[src/logic/epd_pkg.sv]
// Package for the external request pin detector: register map, field
// positions, reset values and bus response codes.
// Assumes a 32-bit AXI4-Lite register bus with byte addressing.
package epd_pkg;

  // Width of the byte address that the register slave decodes.
  localparam int unsigned ADDR_W = 8;

  // Byte offsets of the three registers, one aligned word each.
  localparam logic [7:0] OFF_CTRL     = 8'h00;  // Pin request status and control.
  localparam logic [7:0] OFF_INT_STAT = 8'h04;  // Sticky event status, write one to clear.
  localparam logic [7:0] OFF_INT_MASK = 8'h08;  // Mask of the sticky event status.

  // Field positions inside the pin request status and control register.
  localparam int unsigned BIT_PULL_DISABLE  = 6;  // Pull device off while pin enabled.
  localparam int unsigned BIT_EDGE_POLARITY = 5;  // 0 falling or low, 1 rising or high.
  localparam int unsigned BIT_PIN_ENABLE    = 4;  // Pin request function enable.
  localparam int unsigned BIT_REQ_FLAG      = 3;  // Read-only pending request flag.
  localparam int unsigned BIT_REQ_ACK       = 2;  // Write-only acknowledge, reads zero.
  localparam int unsigned BIT_REQ_INT_EN    = 1;  // Cpu interrupt request enable.
  localparam int unsigned BIT_DETECT_MODE   = 0;  // 0 edge only, 1 edge and level.

  // Field position of the request event in the sticky status and mask registers.
  localparam int unsigned BIT_EVT_REQUEST = 0;

  // Reset values of the stored control bits and of the event registers.
  localparam logic       RST_CTRL_BIT = 1'b0;
  localparam logic       RST_FLAG     = 1'b0;
  localparam logic [0:0] RST_INT_STAT = 1'h0;
  localparam logic [0:0] RST_INT_MASK = 1'h0;

  // Default number of synchroniser stages on the request pin.
  localparam int unsigned SYNC_STAGES_DEF = 2;

  // AXI response codes.
  localparam logic [1:0] RESP_OKAY   = 2'h0;
  localparam logic [1:0] RESP_SLVERR = 2'h2;

endpackage

[src/logic/epd_sync.sv]
// Level synchroniser for one asynchronous input bit.
// Assumes its input is a pin or another clock's signal; its output is the
// last stage of a plain flip-flop chain and is safe for any logic to read.
`timescale 1ns/10ps

module epd_sync #(
  parameter int unsigned STAGES = 2
) (
  // Clock and reset.
  input  wire logic core_clk,
  input  wire logic reset,
  // Asynchronous input and synchronised output.
  input  wire logic async_in,
  output logic      sync_out
);

  // Refuse a chain too short to settle metastability.
  generate
    if (STAGES < 2) begin : g_chk
      $error("epd_sync needs at least two stages.");
    end
  endgenerate

  // The stage chain; only the next stage ever reads a stage before the last.
  logic [STAGES-1:0] stage_q;

  // Shift the pin in on every edge; cleared by the synchronous reset.
  always_ff @(posedge core_clk) begin
    if (reset) begin
      stage_q <= '0;
    end else begin
      stage_q <= {stage_q[STAGES-2:0], async_in};
    end
  end

  // The oldest stage is the settled copy of the input.
  assign sync_out = stage_q[STAGES-1];

endmodule

[src/logic/epd_top.sv]
// External interrupt request pin detector with an AXI4-Lite register slave.
// Assumes one 50 MHz core clock, a synchronous active-high reset, and a
// request pin that may change at any time relative to the clock.
//
// Functional notes
// - Pull disable bit turns pull device off.
// - Polarity bit chooses falling/low or rising/high.
// - Pull-down for rising, pull-up for falling.
// - Pin enable gates all event detection.
// - Request flag set by qualifying pin event.
// - Writing acknowledge one clears the flag.
// - Acknowledge zero ignored; acknowledge reads zero.
// - Level mode keeps flag while pin asserted.
// - Interrupt enable gates cpu request from flag.
// - Edge mode: only edges set the flag.
// - Level mode: edge or held level sets.
//
// Register access over AXI4-Lite and the placing of the registers are this design's own decisions.
`timescale 1ns/10ps

module epd_top #(
  parameter int unsigned SYNC_STAGES = epd_pkg::SYNC_STAGES_DEF
) (
  // Clock and reset.
  input  wire logic                       core_clk,
  input  wire logic                       reset,
  // External request pin.
  input  wire logic                       req_pin,
  // Pull device controls for the request pin pad.
  output logic                            pull_up_en,
  output logic                            pull_down_en,
  // Cpu interrupt request and gathered event interrupt.
  output logic                            cpu_req,
  output logic                            irq,
  // AXI4-Lite write address channel.
  input  wire logic [epd_pkg::ADDR_W-1:0] s_axi_awaddr,
  input  wire logic                       s_axi_awvalid,
  output logic                            s_axi_awready,
  // AXI4-Lite write data channel.
  input  wire logic [31:0]                s_axi_wdata,
  input  wire logic [3:0]                 s_axi_wstrb,
  input  wire logic                       s_axi_wvalid,
  output logic                            s_axi_wready,
  // AXI4-Lite write response channel.
  output logic [1:0]                      s_axi_bresp,
  output logic                            s_axi_bvalid,
  input  wire logic                       s_axi_bready,
  // AXI4-Lite read address channel.
  input  wire logic [epd_pkg::ADDR_W-1:0] s_axi_araddr,
  input  wire logic                       s_axi_arvalid,
  output logic                            s_axi_arready,
  // AXI4-Lite read data channel.
  output logic [31:0]                     s_axi_rdata,
  output logic [1:0]                      s_axi_rresp,
  output logic                            s_axi_rvalid,
  input  wire logic                       s_axi_rready
);

  // Refuse parameter values that the pin path cannot serve.
  generate
    if (SYNC_STAGES < 2) begin : g_chk
      $error("epd_top needs at least two synchroniser stages.");
    end
  endgenerate

  // Stored control bits of the pin request register.
  logic pull_disable_q;      // Pull device off while the pin is enabled.
  logic edge_polarity_q;     // Chosen sensitivity polarity.
  logic pin_enable_q;        // Pin request function enable.
  logic req_int_en_q;        // Cpu interrupt request enable.
  logic detect_mode_q;       // Edge only or edge and level.
  logic req_flag_q;          // Pending request flag.
  logic req_flag_d;          // Next value of the pending flag.

  // Sticky event status, its mask and the registered outputs.
  logic int_stat_q;          // Sticky record of request events.
  logic int_stat_d;          // Next value of the sticky record.
  logic int_mask_q;          // Enable of the sticky record onto irq.
  logic pull_up_q;           // Registered pull-up control.
  logic pull_down_q;         // Registered pull-down control.
  logic cpu_req_q;           // Registered cpu request.
  logic irq_q;               // Registered gathered interrupt.

  // Pin path signals.
  logic pin_sync;            // Settled copy of the pin.
  logic pin_prev_q;          // Previous settled sample of the pin.
  logic pin_asserted;        // Pin sits at the chosen active level.
  logic pin_edge;            // Pin has just moved to the active level.
  logic req_event;           // Qualifying request event this cycle.

  // Write path state.
  logic                      aw_have_q;   // Write address held.
  logic                      w_have_q;    // Write data held.
  logic [epd_pkg::ADDR_W-1:0] aw_addr_q;  // Held write address.
  logic [31:0]               w_data_q;    // Held write data.
  logic [3:0]                w_strb_q;    // Held write strobes.
  logic                      awready_q;   // Write address ready.
  logic                      wready_q;    // Write data ready.
  logic                      bvalid_q;    // Write response valid.
  logic [1:0]                bresp_q;     // Write response code.

  // Read path state.
  logic                      arready_q;   // Read address ready.
  logic                      rvalid_q;    // Read data valid.
  logic [31:0]               rdata_q;     // Read data word.
  logic [1:0]                rresp_q;     // Read response code.

  // Synchronise the asynchronous pin before any logic reads it.
  epd_sync #(
    .STAGES   (SYNC_STAGES)
  ) u_pin_sync (
    .core_clk (core_clk),
    .reset    (reset),
    .async_in (req_pin),
    .sync_out (pin_sync)
  );

  // Edge and level detection. The previous sample follows the pin even while
  // the function is off, so enabling it never fakes an edge from stale state.
  // compare consecutive samples
  always_ff @(posedge core_clk) begin
    if (reset) begin
      pin_prev_q <= 1'b0;
    end else begin
      pin_prev_q <= pin_sync;
    end
  end

  assign pin_asserted = edge_polarity_q ? pin_sync : ~pin_sync;
  assign pin_edge     = edge_polarity_q ? (pin_sync & ~pin_prev_q) : (~pin_sync & pin_prev_q);
  assign req_event    = pin_enable_q & (pin_edge | (detect_mode_q & pin_asserted));

  // Write handshakes and the single write stroke, taken once both halves
  // are held and no response is outstanding.
  logic                       aw_take;
  logic                       w_take;
  logic                       do_write;
  logic                       aw_have_d;
  logic                       w_have_d;
  logic                       bvalid_d;
  logic [epd_pkg::ADDR_W-1:0] wr_word;
  logic                       wr_ctrl;
  logic                       wr_stat;
  logic                       wr_mask;
  logic                       wr_hit;
  logic                       wr_lane0;

  assign aw_take   = s_axi_awvalid & awready_q;
  assign w_take    = s_axi_wvalid & wready_q;
  assign do_write  = aw_have_q & w_have_q & ~bvalid_q;
  assign aw_have_d = (aw_have_q | aw_take) & ~do_write;
  assign w_have_d  = (w_have_q | w_take) & ~do_write;
  assign bvalid_d  = do_write | (bvalid_q & ~s_axi_bready);

  // Address decode of the held write address, word aligned.
  assign wr_word  = {aw_addr_q[epd_pkg::ADDR_W-1:2], 2'h0};
  assign wr_ctrl  = do_write & (wr_word == epd_pkg::OFF_CTRL);
  assign wr_stat  = do_write & (wr_word == epd_pkg::OFF_INT_STAT);
  assign wr_mask  = do_write & (wr_word == epd_pkg::OFF_INT_MASK);
  assign wr_hit   = wr_ctrl | wr_stat | wr_mask;
  assign wr_lane0 = w_strb_q[0];

  // Acknowledge only on a one in the ack bit; a zero there touches nothing.
  logic ack_clear;
  assign ack_clear = wr_ctrl & wr_lane0 & w_data_q[epd_pkg::BIT_REQ_ACK];

  // The event wins over an acknowledge in the same cycle. In level mode the
  // held level raises an event every cycle, so the flag cannot be cleared
  // until the pin lets go.
  // event sets flag
  assign req_flag_d = req_event | (req_flag_q & ~ack_clear);

  // Sticky event record: a new event beats a write-one clear.
  logic stat_clear;
  assign stat_clear = wr_stat & wr_lane0 & w_data_q[epd_pkg::BIT_EVT_REQUEST];
  assign int_stat_d = req_event | (int_stat_q & ~stat_clear);

  // Write channel registers; ready drops while a half is held or answered.
  always_ff @(posedge core_clk) begin
    if (reset) begin
      aw_have_q <= 1'b0;
      w_have_q  <= 1'b0;
      awready_q <= 1'b0;
      wready_q  <= 1'b0;
      bvalid_q  <= 1'b0;
      bresp_q   <= epd_pkg::RESP_OKAY;
    end else begin
      aw_have_q <= aw_have_d;
      w_have_q  <= w_have_d;
      awready_q <= ~aw_have_d & ~bvalid_d;
      wready_q  <= ~w_have_d & ~bvalid_d;
      bvalid_q  <= bvalid_d;
      if (do_write) begin
        bresp_q <= wr_hit ? epd_pkg::RESP_OKAY : epd_pkg::RESP_SLVERR;
      end
    end
  end

  // Capture the address and data halves as each one is taken.
  always_ff @(posedge core_clk) begin
    if (reset) begin
      aw_addr_q <= '0;
      w_data_q  <= '0;
      w_strb_q  <= '0;
    end else begin
      if (aw_take) begin
        aw_addr_q <= s_axi_awaddr;
      end
      if (w_take) begin
        w_data_q <= s_axi_wdata;
        w_strb_q <= s_axi_wstrb;
      end
    end
  end

  // Control bits of the pin request register, written through byte lane 0.
  // control cleared at reset
  always_ff @(posedge core_clk) begin
    if (reset) begin
      pull_disable_q  <= epd_pkg::RST_CTRL_BIT;
      edge_polarity_q <= epd_pkg::RST_CTRL_BIT;
      pin_enable_q    <= epd_pkg::RST_CTRL_BIT;
      req_int_en_q    <= epd_pkg::RST_CTRL_BIT;
      detect_mode_q   <= epd_pkg::RST_CTRL_BIT;
    end else if (wr_ctrl && wr_lane0) begin
      pull_disable_q  <= w_data_q[epd_pkg::BIT_PULL_DISABLE];
      edge_polarity_q <= w_data_q[epd_pkg::BIT_EDGE_POLARITY];
      pin_enable_q    <= w_data_q[epd_pkg::BIT_PIN_ENABLE];
      req_int_en_q    <= w_data_q[epd_pkg::BIT_REQ_INT_EN];
      detect_mode_q   <= w_data_q[epd_pkg::BIT_DETECT_MODE];
    end
  end

  // Flag, event record and mask.
  // flag cleared at reset
  always_ff @(posedge core_clk) begin
    if (reset) begin
      req_flag_q <= epd_pkg::RST_FLAG;
      int_stat_q <= epd_pkg::RST_INT_STAT[0];
      int_mask_q <= epd_pkg::RST_INT_MASK[0];
    end else begin
      req_flag_q <= req_flag_d;
      int_stat_q <= int_stat_d;
      if (wr_mask && wr_lane0) begin
        int_mask_q <= w_data_q[epd_pkg::BIT_EVT_REQUEST];
      end
    end
  end

  // Pad controls and interrupt outputs. The pull device follows polarity so
  // that an idle pin rests at its inactive level; with pull disable set an
  // outside resistor must hold it instead.
  logic pull_on;
  assign pull_on = pin_enable_q & ~pull_disable_q;

  always_ff @(posedge core_clk) begin
    if (reset) begin
      pull_up_q   <= 1'b0;
      pull_down_q <= 1'b0;
      cpu_req_q   <= 1'b0;
      irq_q       <= 1'b0;
    end else begin
      pull_up_q   <= pull_on & ~edge_polarity_q;
      pull_down_q <= pull_on & edge_polarity_q;
      cpu_req_q   <= req_flag_d & req_int_en_q;
      irq_q       <= int_stat_d & int_mask_q;
    end
  end

  // Read path: one read at a time, answered the cycle after the address.
  logic                       ar_take;
  logic                       rvalid_d;
  logic [epd_pkg::ADDR_W-1:0] rd_word;
  logic                       rd_ctrl;
  logic                       rd_stat;
  logic                       rd_mask;
  logic [31:0]                ctrl_word;
  logic [31:0]                rd_value;

  assign ar_take  = s_axi_arvalid & arready_q;
  assign rvalid_d = ar_take | (rvalid_q & ~s_axi_rready);
  assign rd_word  = {s_axi_araddr[epd_pkg::ADDR_W-1:2], 2'h0};
  assign rd_ctrl  = rd_word == epd_pkg::OFF_CTRL;
  assign rd_stat  = rd_word == epd_pkg::OFF_INT_STAT;
  assign rd_mask  = rd_word == epd_pkg::OFF_INT_MASK;

  // Assemble the control word; reserved bit 7 and the ack bit read zero.
  // ack reads zero
  always_comb begin
    ctrl_word = 32'h0;
    ctrl_word[epd_pkg::BIT_PULL_DISABLE]  = pull_disable_q;
    ctrl_word[epd_pkg::BIT_EDGE_POLARITY] = edge_polarity_q;
    ctrl_word[epd_pkg::BIT_PIN_ENABLE]    = pin_enable_q;
    ctrl_word[epd_pkg::BIT_REQ_FLAG]      = req_flag_q;
    ctrl_word[epd_pkg::BIT_REQ_INT_EN]    = req_int_en_q;
    ctrl_word[epd_pkg::BIT_DETECT_MODE]   = detect_mode_q;
  end

  // Read selection; an unmapped word reads zero with an error response.
  assign rd_value = rd_ctrl ? ctrl_word :
                    rd_stat ? {31'h0, int_stat_q} :
                    rd_mask ? {31'h0, int_mask_q} : 32'h0;

  // Read channel registers.
  always_ff @(posedge core_clk) begin
    if (reset) begin
      arready_q <= 1'b0;
      rvalid_q  <= 1'b0;
      rdata_q   <= 32'h0;
      rresp_q   <= epd_pkg::RESP_OKAY;
    end else begin
      arready_q <= ~rvalid_d;
      rvalid_q  <= rvalid_d;
      if (ar_take) begin
        rdata_q <= rd_value;
        rresp_q <= (rd_ctrl | rd_stat | rd_mask) ? epd_pkg::RESP_OKAY : epd_pkg::RESP_SLVERR;
      end
    end
  end

  // Every output comes straight from a flip-flop.
  assign pull_up_en    = pull_up_q;
  assign pull_down_en  = pull_down_q;
  assign cpu_req       = cpu_req_q;
  assign irq           = irq_q;
  assign s_axi_awready = awready_q;
  assign s_axi_wready  = wready_q;
  assign s_axi_bvalid  = bvalid_q;
  assign s_axi_bresp   = bresp_q;
  assign s_axi_arready = arready_q;
  assign s_axi_rvalid  = rvalid_q;
  assign s_axi_rdata   = rdata_q;
  assign s_axi_rresp   = rresp_q;

endmodule
[config.mk]
export PLATFORM = sky130hd
export DESIGN_NAME = epd_top
export DESIGN_NICKNAME = d
export VERILOG_FILES = /design/src/logic/epd_pkg.sv /design/src/logic/epd_sync.sv /design/src/logic/epd_top.sv
export SDC_FILE = /design/constraint.sdc
export NUM_CORES = 1
export LEC_CHECK = 0
export BUFFER_PORTS_ARGS = -buffer_cell sky130_fd_sc_hd__buf_2
export CORE_MARGIN = 1.5
export CORE_UTILIZATION = 44
export CTS_CLUSTER_DIAMETER = 200
export DETAILED_ROUTE_END_ITERATION = 10
export PLACE_DENSITY = 0.8
export SLEW_MARGIN = 0
export SYNTH_ARGS = -nofsm -noshare
export SYNTH_HDL_FRONTEND = slang
export SYNTH_SLANG_ARGS = --single-unit
[constraint.sdc]
create_clock -name core_clk -period 2 [get_ports core_clk]
set_clock_uncertainty 0.15 [all_clocks]
set_input_delay 0.2 -clock core_clk [delete_from_list [all_inputs] [get_ports core_clk]]
set_output_delay 0.2 -clock core_clk [all_outputs]
set_load 0.005 [all_outputs]
# Yosys cells after proc, flatten, opt, wreduce, memory -nomap -nowiden
# Cells that the tools add are included.
# classes
n_eq_ne	4
reduce_logical	4
mux	7
n_bitwise	54
# ops
op	count
bitwise AND 1 bit	29
logical NOT 8 bit	2
inverter 1 bit	14
equality test 6 x 1 -> 1 bit (second input constant)	2
equality test 6 x 2 -> 1 bit (second input constant)	2
bitwise OR 1 bit	11
2-to-1 mux 7 bit	1
2-to-1 mux 1 bit	4
2-to-1 mux 2 bit	2
logical AND 1 bit	2
# word_totals
elab_cells	96
input_bits	60
regBits	74

# Depth between registers and ports, before layout
# depth
ltp_word	9
ltp_mapped	4

# Modules after synthesis
# From an unflattened synthesis, not the netlist that was laid out.
# unflattened
hier_cells	206
area_unflattened_um2	1853.0
# modules_own_cells
mod	area_per_inst_um2	cells_each	seq_area_each_um2	n_inst
epd_top	1800.5	202	820.8	1
epd_sync	52.6	4	40.0	1

# Worst setup path after synthesis
# Ideal clock, no wire load.
# synth_timing
kind	reg2reg
from	reg aw_addr_q[7] (netlist name)
to	reg int_mask_q
synth_period_minus_slack_ps	1723
arrival_ps	1454
path_slack_ps	277
stages_incl_launch_ff	4
setup_ps	119
cell_sequence	dfxtp_1 -> or4b_4 -> or4b_4 -> mux2i_1
# synth_between
elab_chain_cells	3
# synth_rtl
item	line	rtl
start, declared	epd_top.sv:94	logic [epd_pkg::ADDR_W-1:0] aw_addr_q;
start signal, assigned	epd_top.sv:207	aw_addr_q <= s_axi_awaddr;
equality test 6 x 2 -> 1 bit	epd_top.sv:159	assign wr_mask = do_write & (wr_word == epd_pkg::OFF_INT_MASK);
bitwise AND 1 bit	epd_top.sv:159	
logical AND 1 bit	epd_top.sv:244	if (wr_mask && wr_lane0) begin
end signal, assigned	epd_top.sv:240	int_mask_q <= epd_pkg::RST_INT_MASK[0];
end signal, assigned	epd_top.sv:245	int_mask_q <= w_data_q[epd_pkg::BIT_EVT_REQUEST];
end, declared	epd_top.sv:78	logic int_mask_q;
# No other way between the ends.
# A chain may end at the register's enable or synchronous reset.

# Final worst setup path
# Ends and elaborated chain as after synthesis.

==> results.toml <==
[cts]
cts_tree = "yes"
numClockSinks = 43
cts_inserted_buffers = 5
postCtsResizedCells = 0
clkLatencyLatePin_ns = 0.29
cts_root_buf = "clkbuf_8"
clk_pin_slew_ns = 0.08
clock_path_buffers = 2
postCtsSetupRepairBufs = 0
htree_num_levels = 2
hold_buffers = 3

[drt]
antenna_left = 0
vias = 1467
drcViolationCount = 0
wirelength_um = 3260
drt_pre_antenna_iters = 4
drt_iter0_markers = 56
post_drt_wl_per_cell_um = 10.6
avgViaCountPerCell = 4.78

[layout]
layout_common_cells = "dfxtp_1 (43), buf_2 (43), conb_1 (28)"
final_util_pct = 53.4
syn2layout_area_growth_pct = 15.2
instances_no_fill = 307
fin_nets = 316
antenna_cells = 0
layout-drive-gt1-share_pct = 22.6

[power]
p_switching_uw = 374
power_density_nw_per_um2 = 760
power_frac_clock_pct = 36.0
ir_drop_v = 0.000349
p_leak_nw = 0.893
p_int_mw = 1.26
p_seq_share_pct = 55.5
pwr-share-comb_pct = 8.5
sw_frac_of_total_pct = 22.9

[timing]
max_slew.worst_pin.slew_ns = 0.575
setup_violations = 0
hold_violations = 0
tns_ns = 0
min_period_over_period_pct = 88.7
rsz0062_at_grt = "no"
drv_slew = 0
max_freq_mhz = 564
min_period_ns = 1.77
hold_ws_ns = 0.00580
slew_headroom_pct = 61.7

[yosys]
yosys_warnings = 0
synthCells = 211
async_flop_share_pct = 0
ys_seq_area_share_pct = 46.1
synth_edf_count = 0
avgSynthCellArea_um2 = 8.84
synth_ff_type = "dfxtp_1"
ys_seq_elements = 43
netlist_area_um2 = 1870
yosysUniqueCellTypes = 36

[job]
drv_cap = 0

[global_routing]
grt_first_pass_wirelength_um = 5130
antenna_found_initial = 0
grt_overflow = 0
grt_max_degree = 39
first_global_vias = 1245
grt.total_usage_pct = 14.8

[critical_path]
critical_path.most_common_cell = "or4b_4"
slowest_stage = "or4b_4"
worstPathMaxFanout = 4
crit_required_ns = 2.04
path_cells = "or4b_4 -> or4b_4 -> mux2i_1"
rrSetupSlack_ns = 0.23
critPathKind = "flip-flop to flip-flop"
cp.arrival_ns = 1.81
start_kind = "flip-flop"
crit_path_max_incr_delay_ns = 0.56
endpoint_kind = "flip-flop"

[die]
rows = 23
chipWidth_um = 68.1
core_region_area_um2 = 4030
die_area_um2 = 4640
initial_utilization_pct = 46.3
io_pins = 105
fp.dieH_um = 68.1

[placement]
io_buffers = 43
place_inst = 296
place_congestion = 0.747
hpwl_um = 2340

[hold_path]
hold_path.class = "input port to flip-flop"

[outcome]
status = "completed"
[power groups by stage]
stage	sequential [mW]	combinational, mW	clock, mW
floorplan	0.917	0.133	0
global placement	0.926	0.132	0
detailed placement	0.927	0.134	0
CTS	0.907	0.139	0.610
global route	0.912	0.160	0.636
finish	0.907	0.139	0.588
[sequential cells by signal, indices dropped and copies added, names as in the netlist, 2 cells and up]
| register | flops |
|---|---|
| aw_addr_q | 6 |
| u_pin_sync.stage_q | 2 |
| s_axi_rdata | 6 |
| w_data_q | 6 |
[synthesized netlist by cell type, drive strengths merged, types with 2 or more instances]
library cell,instances,area (um^2)
nand4,5,31.3
mux2i,7,70.1
nand3,13,65.1
nor3b,3,22.5
nor3,4,25.0
or4b,2,27.5
nand2,23,86.3
a211oi,2,15.0
clkbuf,9,33.8
a21oi,23,115
nor4,2,12.5
dfxtp,43,861
nand3b,2,15.0
nor2b,5,31.3
nand2b,12,75.1
buf,29,214
inv,2,7.51
nor2,9,33.8
[through the flow]
stage / power [mW] / worst slack [ns] / cell area [um^2]
4_1_cts: 1.66 / 0.226 / 2150
6_report: 1.63 / 0.227 / 2150
3_3_place_gp: 1.06 / 0.245 / 2020
2_1_floorplan: 1.05 / 0.277 / 1970
5_1_grt: 1.71 / 0.150 / 2150
3_5_place_dp: 1.06 / 0.231 / 2020
[cell families (layout without fill, tap and decap cells)]
group,after synthesis,after routing,share of synthesized area [%]
AO/OA/AOI/OAI,32,32,9.86
XOR/XNOR,2,2,0.939
buffers and inverters,40,59,13.7
flip-flops,43,43,46.1
multiplexers,7,7,3.76
other,1,28,0.201
AND/OR/NAND/NOR,86,86,25.4
[final cells by class]
class                           instances  area, um^2
Fill cell                             387        1880
Sequential cell                        43         861
Multi-Input combinational cell        155         851
Timing Repair Buffer                   49         268
Clock buffer                            8         100
Tap cell                               50        62.6
Inverter                                2        7.51
[worst paths after layout]
kind	endpoint	from	depth (start not counted)
setup / recovery	int_mask_q	aw_addr_q[7]	3
hold / removal	aw_addr_q[7]	s_axi_awaddr[7]	3
setup reg to reg	int_mask_q	aw_addr_q[7]	3
hold reg to reg	u_pin_sync.stage_q[1]	u_pin_sync.stage_q[0]	1
[layer usage]
metal  share of wire [%]  routed length (um)  track usage (%)
met1                  46                1520             17.7
met4                 2.0                  64             8.25
met5                   0                   0                0
met3                 7.7                 252             4.11
met2                  44                1430             23.8
[worst max-delay path: cells and delay by family, from the launching register on]
| kind | cells | cell delay, ns |
|---|---|---|
| AND/OR/NAND/NOR | 2 | 1.06 |
| multiplexers | 1 | 0.13 |
| flip-flops | 1 | 0.34 |
(Power assumes the default switching activity.)
